## src/escr_pkg.sv

```systemverilog
/*
 Package for the event channel source router: register offsets, source
 codes, widths and carrier structs.
 Assumes a plain address/strobe register port of eight-bit data.
*/
package escr_pkg;
    localparam int NUM_CH     = 8;
    localparam int DATA_W     = 8;
    localparam int ADDR_W     = 4;
    localparam int NUM_SRC_IN = 32;

    localparam logic [ADDR_W-1:0] OFF_SUBADDR = 4'h0;
    localparam logic [ADDR_W-1:0] OFF_SUBDATA = 4'h1;

    localparam logic [DATA_W-1:0] RST_CODE    = 8'h00;
    localparam logic [DATA_W-1:0] RST_SUBADDR = 8'h00;

    localparam logic [DATA_W-1:0] CODE_NONE   = 8'h00;
    localparam logic [DATA_W-1:0] CODE_SW     = 8'h01;
    localparam logic [DATA_W-1:0] CODE_TMR0   = 8'h10;
    // Peripheral codes run consecutively from timer 0 out
    localparam logic [DATA_W-1:0] CODE_BASE   = 8'h10;

    // Source vector bit positions
    localparam int SRC_TMR     = 0;
    localparam int SRC_MCT     = 3;
    localparam int SRC_RTC_CLK = 7;
    localparam int SRC_RTC_ALM = 8;
    localparam int SRC_CMP0    = 9;
    localparam int SRC_CMP1    = 10;
    localparam int SRC_CMPWIN  = 11;
    localparam int SRC_PA      = 12;
    localparam int SRC_PC      = 20;
    localparam int SRC_PE      = 24;
    localparam int SRC_USED    = 28;

    // Last member lands at bit 0, so bit n matches source position n
    typedef struct packed {
        logic [6:3] port_e_pin;
        logic [7:4] port_c_pin;
        logic [7:0] port_a_pin;
        logic       comparator_window_detect;
        logic       comparator1_out;
        logic       comparator0_out;
        logic       rtc_alarm;
        logic       rtc_prescaled_clk;
        logic [3:0] mct_out;
        logic [2:0] timer_out;
    } escr_sources_t;

    typedef struct packed {
        logic              wr;
        logic              rd;
        logic [ADDR_W-1:0] addr;
        logic [DATA_W-1:0] wdata;
    } escr_bus_t;
endpackage

```

## src/escr_code_mem.sv

```systemverilog
/*
 Per-channel source code store: one word per channel, registered read.
 Assumes a single write and a single read port on one clock.
*/
`timescale 1ns/1ns
`default_nettype none
module escr_code_mem #(
    parameter int DEPTH = 8,
    parameter int WIDTH = 8,
    parameter int AW    = 3
) (
    // Clock and reset
    input  wire logic                   mclk_in,
    input  wire logic                   rst_in,
    // Write port
    input  wire logic                   we_in,
    input  wire logic [AW-1:0]          waddr_in,
    input  wire logic [WIDTH-1:0]       wdata_in,
    // Registered read port
    input  wire logic [AW-1:0]          raddr_in,
    output logic      [WIDTH-1:0]       rdata_out,
    // All words, for the multiplexers
    output logic      [DEPTH*WIDTH-1:0] words_out
);
    // One register per word keeps each word on a single driver
    genvar gi;
    generate
        for (gi = 0; gi < DEPTH; gi++) begin : g_word
            logic [WIDTH-1:0] word_q;
            always_ff @(posedge mclk_in) begin
                if (rst_in) begin
                    word_q <= WIDTH'(escr_pkg::RST_CODE);
                end else if (we_in && waddr_in == AW'(gi)) begin
                    word_q <= wdata_in;
                end
            end
            assign words_out[gi*WIDTH +: WIDTH] = word_q;
        end
    endgenerate

    always_ff @(posedge mclk_in) begin
        if (rst_in) begin
            rdata_out <= '0;
        end else begin
            rdata_out <= words_out[raddr_in*WIDTH +: WIDTH];
        end
    end
endmodule
`default_nettype wire

```

## src/escr_router.sv

```systemverilog
/*
 Event channel source router: eight channels, each a pure multiplexer of
 peripheral and pin sources chosen by a per-channel source code held in
 indirectly addressed subregisters.
 Assumes a plain register port with read data one cycle after the strobe;
 sources and consumers are on-chip logic outside this block.
*/
// Function
// - Eight independent channels, each routing one signal without core or DMA.
// - Routing is combinational, so it keeps working while the core clock stops.
// - A nonzero source code enables its channel; zero leaves it off.
// - An enabled channel follows the one source its code selects; codes 02h-0Fh and 2Ch and up select none and hold it low.
// - Each channel output may feed any number of consumers.
// - Code 01h drives the channel high until another code is written.
// - Pin sources route directly, needing no port alternate function.
// - Sources: timers, multi-channel timer, RTC, comparators, ports A, C, E.
// - No synchronising stage between source and channel output.
// - Subaddress 00h is channel 0; code 10h selects timer 0 out.
`timescale 1ns/1ns
`default_nettype none
module escr_router #(
    parameter int NUM_CH = escr_pkg::NUM_CH
) (
    // Clock and reset
    input  wire logic                         mclk_in,
    input  wire logic                         rst_in,
    // Register port
    input  wire logic [escr_pkg::ADDR_W-1:0]  addr_in,
    input  wire logic [escr_pkg::DATA_W-1:0]  wdata_in,
    input  wire logic                         wr_in,
    input  wire logic                         rd_in,
    output logic      [escr_pkg::DATA_W-1:0]  rdata_out,
    // Event sources
    input  wire escr_pkg::escr_sources_t      sources_in,
    // Channel outputs and enables
    output logic      [NUM_CH-1:0]            channel_out,
    output logic      [NUM_CH-1:0]            channel_enabled_out
);
    localparam int DW = escr_pkg::DATA_W;
    localparam int CW = $clog2(NUM_CH);
    localparam int SIW = $clog2(escr_pkg::NUM_SRC_IN);

    escr_pkg::escr_bus_t bus;
    assign bus = '{wr: wr_in, rd: rd_in, addr: addr_in, wdata: wdata_in};

    // Address decode
    wire sel_subaddr = bus.addr == escr_pkg::OFF_SUBADDR;
    wire sel_subdata = bus.addr == escr_pkg::OFF_SUBDATA;
    wire wr_subaddr  = bus.wr && sel_subaddr;
    wire wr_subdata  = bus.wr && sel_subdata;

    logic [DW-1:0] source_subaddress_reg_q;
    logic [DW-1:0] rd_sel_q;
    logic          subaddr_ok_q;

    always_ff @(posedge mclk_in) begin
        if (rst_in) begin
            source_subaddress_reg_q <= escr_pkg::RST_SUBADDR;
        end else if (wr_subaddr) begin
            source_subaddress_reg_q <= bus.wdata;
        end
    end

    // Subaddress beyond the channel count hits no subregister
    wire           subaddr_ok = source_subaddress_reg_q < DW'(NUM_CH);
    wire [CW-1:0]  ch_idx     = source_subaddress_reg_q[CW-1:0];
    wire           code_we    = wr_subdata && subaddr_ok;

    logic [DW-1:0]        code_rdata;
    logic [NUM_CH*DW-1:0] code_words;

    escr_code_mem #(
        .DEPTH (NUM_CH),
        .WIDTH (DW),
        .AW    (CW)
    ) u_codes (
        .mclk_in   (mclk_in),
        .rst_in    (rst_in),
        .we_in     (code_we),
        .waddr_in  (ch_idx),
        .wdata_in  (bus.wdata),
        .raddr_in  (ch_idx),
        .rdata_out (code_rdata),
        .words_out (code_words)
    );

    // Read select: 1 subaddress, 2 subdata, 0 unmapped
    always_ff @(posedge mclk_in) begin
        if (rst_in) begin
            rd_sel_q     <= '0;
            subaddr_ok_q <= 1'b0;
        end else begin
            rd_sel_q     <= bus.rd ? {6'h00, sel_subdata, sel_subaddr}
                                   : 8'h00;
            subaddr_ok_q <= subaddr_ok;
        end
    end

    logic [DW-1:0] subaddr_rd_q;
    always_ff @(posedge mclk_in) begin
        if (rst_in) begin
            subaddr_rd_q <= '0;
        end else begin
            subaddr_rd_q <= source_subaddress_reg_q;
        end
    end

    // Read data stand only in the cycle after the strobe
    assign rdata_out = rd_sel_q[0] ? subaddr_rd_q :
                       (rd_sel_q[1] && subaddr_ok_q) ? code_rdata
                       : 8'h00;

    // Flat source vector, indexed by code minus base
    logic [escr_pkg::NUM_SRC_IN-1:0] src_vec;
    assign src_vec = {{(escr_pkg::NUM_SRC_IN-escr_pkg::SRC_USED){1'b0}},
                      sources_in.port_e_pin,
                      sources_in.port_c_pin,
                      sources_in.port_a_pin,
                      sources_in.comparator_window_detect,
                      sources_in.comparator1_out,
                      sources_in.comparator0_out,
                      sources_in.rtc_alarm,
                      sources_in.rtc_prescaled_clk,
                      sources_in.mct_out,
                      sources_in.timer_out};

    genvar gc;
    generate
        for (gc = 0; gc < NUM_CH; gc++) begin : g_ch
            wire [DW-1:0] code    = code_words[gc*DW +: DW];
            wire [DW-1:0] rel     = code - escr_pkg::CODE_BASE;
            wire          in_rng  = code >= escr_pkg::CODE_BASE &&
                                    rel < DW'(escr_pkg::SRC_USED);
            wire          periph  = in_rng &&
                                    src_vec[rel[SIW-1:0]];
            wire          sw      = code == escr_pkg::CODE_SW;
            // Combinational path, alive with the clock stopped
            assign channel_enabled_out[gc] =
                code != escr_pkg::CODE_NONE;
            assign channel_out[gc] = channel_enabled_out[gc] &&
                                     (sw || periph);

            AST_SW_HIGH: assert property (@(posedge mclk_in)
                disable iff (rst_in)
                code == escr_pkg::CODE_SW |-> channel_out[gc])
                else $error("Software code does not drive channel high");
            AST_OFF_LOW: assert property (@(posedge mclk_in)
                disable iff (rst_in)
                code == escr_pkg::CODE_NONE |-> !channel_out[gc]
                && !channel_enabled_out[gc])
                else $error("Disabled channel not low");
            AST_UNASSIGNED_LOW: assert property (@(posedge mclk_in)
                disable iff (rst_in)
                (code > escr_pkg::CODE_SW && code < escr_pkg::CODE_BASE)
                |-> !channel_out[gc])
                else $error("Unassigned code drives channel");
            AST_TMR0_ROUTE: assert property (@(posedge mclk_in)
                disable iff (rst_in)
                code == escr_pkg::CODE_TMR0
                |-> channel_out[gc] == sources_in.timer_out[0])
                else $error("Timer 0 not routed");
            AST_PORTA_ROUTE: assert property (@(posedge mclk_in)
                disable iff (rst_in)
                code == escr_pkg::CODE_BASE + DW'(escr_pkg::SRC_PA)
                |-> channel_out[gc] == sources_in.port_a_pin[0])
                else $error("Port A pin 0 not routed");
            AST_EN_NONZERO: assert property (@(posedge mclk_in)
                disable iff (rst_in)
                code != escr_pkg::CODE_NONE |-> channel_enabled_out[gc])
                else $error("Nonzero code leaves channel disabled");
            AST_HIGH_CODE_LOW: assert property (@(posedge mclk_in)
                disable iff (rst_in)
                code >= escr_pkg::CODE_BASE + DW'(escr_pkg::SRC_USED)
                |-> !channel_out[gc])
                else $error("Code past the last source drives channel");
            AST_PORTE_ROUTE: assert property (@(posedge mclk_in)
                disable iff (rst_in)
                code == escr_pkg::CODE_BASE + DW'(escr_pkg::SRC_USED - 1)
                |-> channel_out[gc] == sources_in.port_e_pin[6])
                else $error("Port E pin 6 not routed");
        end
    endgenerate

    AST_CODE_WRITE: assert property (@(posedge mclk_in)
        disable iff (rst_in)
        code_we |=> code_words[$past(ch_idx)*DW +: DW]
                    == $past(bus.wdata))
        else $error("Source code not stored");
    AST_CODE_READ: assert property (@(posedge mclk_in)
        disable iff (rst_in)
        bus.rd && sel_subdata && subaddr_ok && !bus.wr
        |=> rdata_out == code_words[$past(ch_idx)*DW +: DW])
        else $error("Subdata read mismatch");
    AST_SUBADDR_WRITE: assert property (@(posedge mclk_in)
        disable iff (rst_in)
        wr_subaddr |=> source_subaddress_reg_q == $past(bus.wdata))
        else $error("Subaddress not stored");
    AST_SW_HOLD: assert property (@(posedge mclk_in)
        disable iff (rst_in)
        code_words[DW-1:0] == escr_pkg::CODE_SW && !(code_we && ch_idx == '0)
        |=> channel_out[0])
        else $error("Software assert on channel 0 not held");
    AST_SUBADDR_READ: assert property (@(posedge mclk_in)
        disable iff (rst_in)
        bus.rd && sel_subaddr
        |=> rdata_out == $past(source_subaddress_reg_q))
        else $error("Subaddress read mismatch");
    AST_REFUSED_READ: assert property (@(posedge mclk_in)
        disable iff (rst_in)
        bus.rd && !sel_subaddr && !(sel_subdata && subaddr_ok)
        |=> rdata_out == '0)
        else $error("Refused read not zero");
    AST_RDATA_IDLE: assert property (@(posedge mclk_in)
        disable iff (rst_in)
        !bus.rd |=> rdata_out == '0)
        else $error("Read data outside the read cycle");
    AST_REFUSED_WRITE: assert property (@(posedge mclk_in)
        disable iff (rst_in)
        wr_subdata && !subaddr_ok |=> $stable(code_words))
        else $error("Out of range subaddress wrote a code");
endmodule
`default_nettype wire

```

## config.mk

```make
export PLATFORM = sky130hd
export DESIGN_NAME = escr_router
export DESIGN_NICKNAME = d
export VERILOG_FILES = /design/src/escr_pkg.sv /design/src/escr_code_mem.sv /design/src/escr_router.sv
export SDC_FILE = /design/constraint.sdc
export NUM_CORES = 1
export LEC_CHECK = 0
export BUFFER_PORTS_ARGS = -buffer_cell sky130_fd_sc_hd__buf_2
export CAP_MARGIN = 20
export CORE_MARGIN = 5
export CORE_UTILIZATION = 30
export DETAILED_ROUTE_END_ITERATION = 10
export GPL_ROUTABILITY_DRIVEN = 0
export REMOVE_ABC_BUFFERS = 1
export SYNTH_ARGS = -nofsm -noshare
export SYNTH_HDL_FRONTEND = slang
export SYNTH_SLANG_ARGS = --single-unit
```

## constraint.sdc

```tcl
create_clock -name mclk_in -period 3.6 [get_ports mclk_in]
set_input_delay 0.9 -clock mclk_in [delete_from_list [all_inputs] [get_ports mclk_in]]
set_output_delay 0.9 -clock mclk_in [all_outputs]
set_load 0.05 [all_outputs]
```

**Word level (Yosys, flattened, before mapping)**

Cells that the tools add are included.

- Reductions and logical operators: 55
- Magnitude comparators: 25
- $add $sub $neg: 8
- Equal/unequal tests: 16
- Bitwise gates (word level): 1
- Mux-type cells: 18
- Shift-type cells: 1

Operators by type and width:

| operator | count |
|---|---|
| equality test 8 x 1 -> 1 bit, second input constant | 8 |
| >= comparator 8 x 5 -> 1 bit, second input constant | 8 |
| less-than comparator 8 x 5 -> 1 bit, second input constant | 8 |
| nonzero test 8 bit | 8 |
| variable part select 64 x 7 -> 8 bit | 1 |
| subtractor 8 x 5 -> 8 bit, second input constant | 8 |
| less-than comparator 5 x 6 -> 1 bit, second input constant | 8 |
| binary-select mux 1 bit (select 5 bit) | 8 |
| logical AND 1 bit | 36 |
| 2-to-1 mux 8 bit | 2 |
| equality test 3 bit, second input constant | 4 |
| logical OR 1 bit | 8 |
| less-than comparator 8 x 4 -> 1 bit, second input constant | 1 |
| 2-to-1 mux 1 bit | 8 |
| equality test 3 x 2 -> 1 bit, second input constant | 2 |
| equality test 4 x 1 -> 1 bit, second input constant | 1 |
| zero test 4 bit | 1 |
| equality test 3 x 1 -> 1 bit, second input constant | 1 |
| zero test 3 bit | 1 |
| OR reduction 2 bit | 1 |
| inverter 1 bit | 1 |

- Flip-flop bits (word level): 91

**Longest topological paths before layout**

- Depth after elaboration: 6
- Depth in mapped cells: 7

**Hierarchy**

A second synthesis with hierarchy kept.

- Cell total of the unflattened synthesis: 698
- Area total of the unflattened synthesis: 6663.9 sq um

Modules (own cells, without submodules):

| module | area an instance (sq um) | cells each | times used |
|---|---|---|---|
| escr_router | 3573.4 | 380 | 1 |
| escr_code_mem | 3090.5 | 318 | 1 |

**Worst setup path after synthesis**

No wires, ideal clock.

- Kind: input-to-output
- Start: input port sources_in[11] (netlist name)
- End: output port channel_out[3]
- Data required time: 2.700 ns
- Path slack: 0.193 ns
- Stages: 5
- Buffers on the path: 0
- Arrival time: 2.507 ns
- Cells stage by stage: mux4_2 mux2_2 or3_1 o211ai_1 o21ai_0

- Cells in the longest elaborated chain, start to end: 5

RTL lines:

| element | RTL line | text |
|---|---|---|
| from (decl) | escr_router.sv:34 | `input wire escr_pkg::escr_sources_t sources_in,` |
| binary-select mux 1 bit (select 5 bit) | escr_router.sv:135 | `src_vec[rel[SIW-1:0]];` |
| 2-to-1 mux 1 bit (not written as such) | escr_router.sv:135 |  |
| logical AND 1 bit | escr_router.sv:134 | `wire periph = in_rng &&` |
| logical OR 1 bit | escr_router.sv:141 | `(sw \|\| periph);` |
| logical AND 1 bit | escr_router.sv:140 | `assign channel_out[gc] = channel_enabled_out[gc] &&` |
| to (decl) | escr_router.sv:36 | `output logic [NUM_CH-1:0] channel_out,` |

No other way between the ends. The select of a mux whose other input is x is not followed.

**Final worst setup path**

- Start: input port sources_in[3] (netlist name)
- End: output port channel_out[3]

The elaborated chain is that of the path after synthesis.

==> qor.log <==
[cts] maximum count of clock buffers along a single path 2
[detailed_routing] Antenna Nets Post-Route 0
[detailed_routing] violation count after the first detailed-route iteration 504
[timing] worst clock skew 7.012 ps
[cts] cell at the root of the clock tree clkbuf_16
[power] sw frac 0.2720
[timing] actual slew at the worst max-slew pin 917.1 ps
[timing] endpoints failing hold 0
[run] total of max-cap violations 0
[logic_synthesis] cell area after technology mapping 0.006679 sq mm
[timing] Hold WS 489.1 ps
[setup_path] classification of the worst setup path in -> out
[timing] Worst slew margin 0.3878
[timing] period utilisation layout 0.9745
[setup_path] Top Family by Delay on Critical Path multiplexers
[layout] Finished Core Util 0.3500
[placed_design] Detailed Place HPWL 15.49 mm
[timing] Tmin final 3508 ps
[global_route] via count of the first global-routing pass 5387
[global_route] number of antenna violations at the first check in global routing 0
[logic_synthesis] main flop type after synthesis dfxtp_1
[floorplanning] die outline height 159.2 um
[floorplanning] number of top-level design ports 68
[setup_path] ordered cell list for the critical path buf_2, mux4_2, mux2_2, or3_1, o211ai_1, o21ai_0, buf_2
[power] total leakage power 2.853 nW
[power] Clk pwr share 0.437
[setup_path] arrival time at the worst endpoint 2610 ps
[setup_path] Crit path required time 2700 ps
[floorplanning] Starting Density 0.3051
[cts] total of hold buffers inserted after clock tree synthesis 0
[logic_synthesis] share of synthesized registers carrying an async set or reset 0
[global_route] global-route usage over all layers 0.1607
[logic_synthesis] area fraction of the dominant cell type after synthesis 0.2728
[timing] FMAX 285.0 MHz
[cts] clock tree from TritonCTS yes
[power] pwr/cell area 285.7 mW/mm^2
[setup_path] Worst Path Buf+Inv 2
[placed_design] Cells after DPL 993
[timing] final number of max-transition violations 0
[power] PnR Total Power 2.189 mW
[global_route] total overflow reported by the global router 0
[placed_design] port buffer count 67
[global_route] largest net degree at the start of global routing 32
[global_route] global-route wire length before repair 32.24 mm
[floorplanning] Die ar. 0.02535 sq mm
[logic_synthesis] EDFF count, synth 0
[cts] TritonCTS buffer count 9
[layout] post-route design area 0.007661 sq mm
[setup_path] maximum fanout count along the critical path 8
[min_path] hold crit path type reg -> reg
[power] switching power of the nets 595.2 uW
[power] Internal Dissipation 1.593 mW
[detailed_routing] via count 5656
[floorplanning] area inside the core boundary 0.02189 sq mm
[timing] unrepaired setup endpoints after global routing no
[detailed_routing] routed len/inst 20.68 um
[placed_design] DP Area 0.007352 sq mm
[setup_path] slowest cell on the critical path mux4_2
[status] outcome complete, no violations
[cts] level count of the clock H-tree 3
[logic_synthesis] leading cell types by total area after synthesis dfxtp_1, mux4_2, mux2i_1
[cts] Post-CTS Setup Repair Bufs 0
[placed_design] setup slack at placement 58.30 ps
[timing] final-layout setup total negative slack 0 ps
[detailed_routing] number of iterations in the first detailed-routing pass 5
[layout] final instance count without filler cells 1009
[detailed_routing] number of remaining DRC errors 0
[logic_synthesis] post-synthesis area per instance 9.895 sq um
[cts] number of sinks driven by the clock tree 91
[setup_path] type of destination of the critical path primary output
[setup_path] sort of element at the start of the critical path input pin
[layout] Layout area overhead 14.71%
[cts] clock network latency to the later pin of the worst-skew pair 360 ps
[logic_synthesis] cell type contributing the most total cell area after synthesis dfxtp_1
[setup_path] most used cell along the critical path buf_2
[logic_synthesis] Cells after Synth 675
[power] part of the total power dissipated in sequential elements 0.464
[power] largest vdd supply drop 218.5 uV
[logic_synthesis] Synthesis Warnings 0
[detailed_routing] final wirelength 20.87 mm
[logic_synthesis] part of the Yosys area used for sequential elements 0.2728
[power] logic gate share of total power 0.098
[cts] clk slew on worst S/H paths 70 ps
[layout] total number of nets in the final design 792
[floorplanning] width of the chip 159.2 um
[timing] fin worst setup slack 91.70 ps
[logic_synthesis] number of distinct library cells after synthesis 46
[setup_path] slowest stage delay, CP 500 ps
[floorplanning] placement row count 54
[layout] Inserted Diodes 0
[logic_synthesis] synthesized flop and latch total 91
[detailed_routing] routed vias/inst 5.606
[layout] fraction of layout instances using a drive strength above 1 0.2538
[timing] final setup fails 0
## worst reg2reg max path: cells and delay by family, from the launching register on
kind,cells,cell delay (ps)
flip-flops,1,930
multiplexers,2,820
buffers and inverters,1,380
AND/OR/NAND/NOR,1,70
## synthesized netlist by cell type (3+ instances only)
library cell    n
nor2_1        102
nand3_1         7
nor4b_1         3
o2111ai_1       6
a211o_1         5
and3_1         11
a21oi_1         7
dfxtp_1        91
o41ai_1         5
nand4_1         3
nand3b_1       16
or3_1           3
mux4_2         54
a2111oi_0      10
o22ai_1         7
mux2_2          5
nor3_1          3
nand2_1        36
mux4_1          8
and4_1          7
clkbuf_1       39
nand4b_1        7
nand2b_1        8
ha_1           24
mux2i_1        93
nor2b_1        24
buf_1           4
inv_1          24
o21ai_0        20
a31oi_1        11
buf_2          14
nor4_1          4
## cell usage in the layout (no fill, tap or decap), drive strengths merged
master   synthesis  layout
a2111oi         10      10
a211o            5       5
a21oi            7       7
a31oi           11      11
and2             1       1
and3            11      11
and4             7       7
buf             20      98
clkbuf          40       9
clkinv           0       3
dfxtp           91      91
ha              24      24
inv             24      28
mux2             5       5
mux2i           93      93
mux4            62      62
nand2           36      36
nand2b           8       8
nand3            7       7
nand3b          16      16
nand4            5       5
nand4b           7       7
nor2           102     102
nor2b           24      24
nor3             5       5
nor4             5       5
nor4b            4       4
o2111ai          6       6
o211ai           1       1
o21ai           20      20
o22ai            7       7
o31ai            1       1
o41ai            5       5
or3              3       3
or4b             1       1
xor2             1       1
## kinds of logic (layout without fill, tap and decap cells)
group / after synthesis / after routing / synth area share
adders and majority gates: 24 / 24 / 0.04496
buffers and inverters: 84 / 138 / 0.05302
xor gates and xnor gates: 1 / 1 / 0.001312
DFF: 91 / 91 / 0.2728
and+or+nand+nor: 242 / 242 / 0.1931
muxes: 160 / 160 / 0.3614
AOI/OAI and AO/OA: 73 / 73 / 0.07344
## cell type report
cell class,instances,area [sq um]
Fill cell,2301,14230
Multi-Input combinational cell,500,4528
Sequential cell,91,1823
Timing Repair Buffer,98,568.0
Tap cell,280,350.3
Clock buffer,9,225.2
Inverter,24,90.09
Clock inverter,7,76.32
## power by group through the flow
stage	clock, mW	combinational, mW	sequential [mW]
finish	0.957	0.215	1.02
global placement	0	0.210	1.04
CTS	0.978	0.212	1.02
detailed placement	0	0.211	1.04
floorplan	0	0.0871	1.04
global route	1.02	0.227	1.02
## routing by layer
| layer | vias to the layer above | share of wire | track usage |
|---|---|---|---|
| met3 | 41 | 0.063 | 0.03313 |
| met5 | - | 0 | 0 |
| met2 | 226 | 0.44 | 0.2329 |
| met1 | 2786 | 0.47 | 0.2345 |
| li1 | 2603 | - | - |
| met4 | 0 | 0.031 | 0.06126 |
## flip-flops by register name (all words and copies together), names as in the netlist
signal                   flops
u_codes.g_word.word_q       64
subaddr_rd_q                 8
u_codes.rdata_out            8
subaddr_ok_q                 1
source_subaddress_reg_q      8
rd_sel_q                     2
## what timing repair did
action,in CTS,in global routing
pin swaps,0,0
endpoints found under the setup margin,1,1
resized for setup,1,1
## final timing paths
check / slack, ps / cells past startpoint / startpoint / end
worst min register to register: 490 / 1 / source_subaddress_reg_q[6]$_SDFFE_PP0P_ / subaddr_rd_q[6]$_SDFF_PP0_
worst max register to register: 1270 / 4 / source_subaddress_reg_q[0]$_SDFFE_PP0P_ / u_codes.rdata_out[1]$_SDFF_PP0_
worst max-delay path: 90 / 7 / sources_in[3] / channel_out[3]
worst min-delay path: 490 / 1 / source_subaddress_reg_q[6]$_SDFFE_PP0P_ / subaddr_rd_q[6]$_SDFF_PP0_
Note: power is estimated with default switching activity, not from simulation.
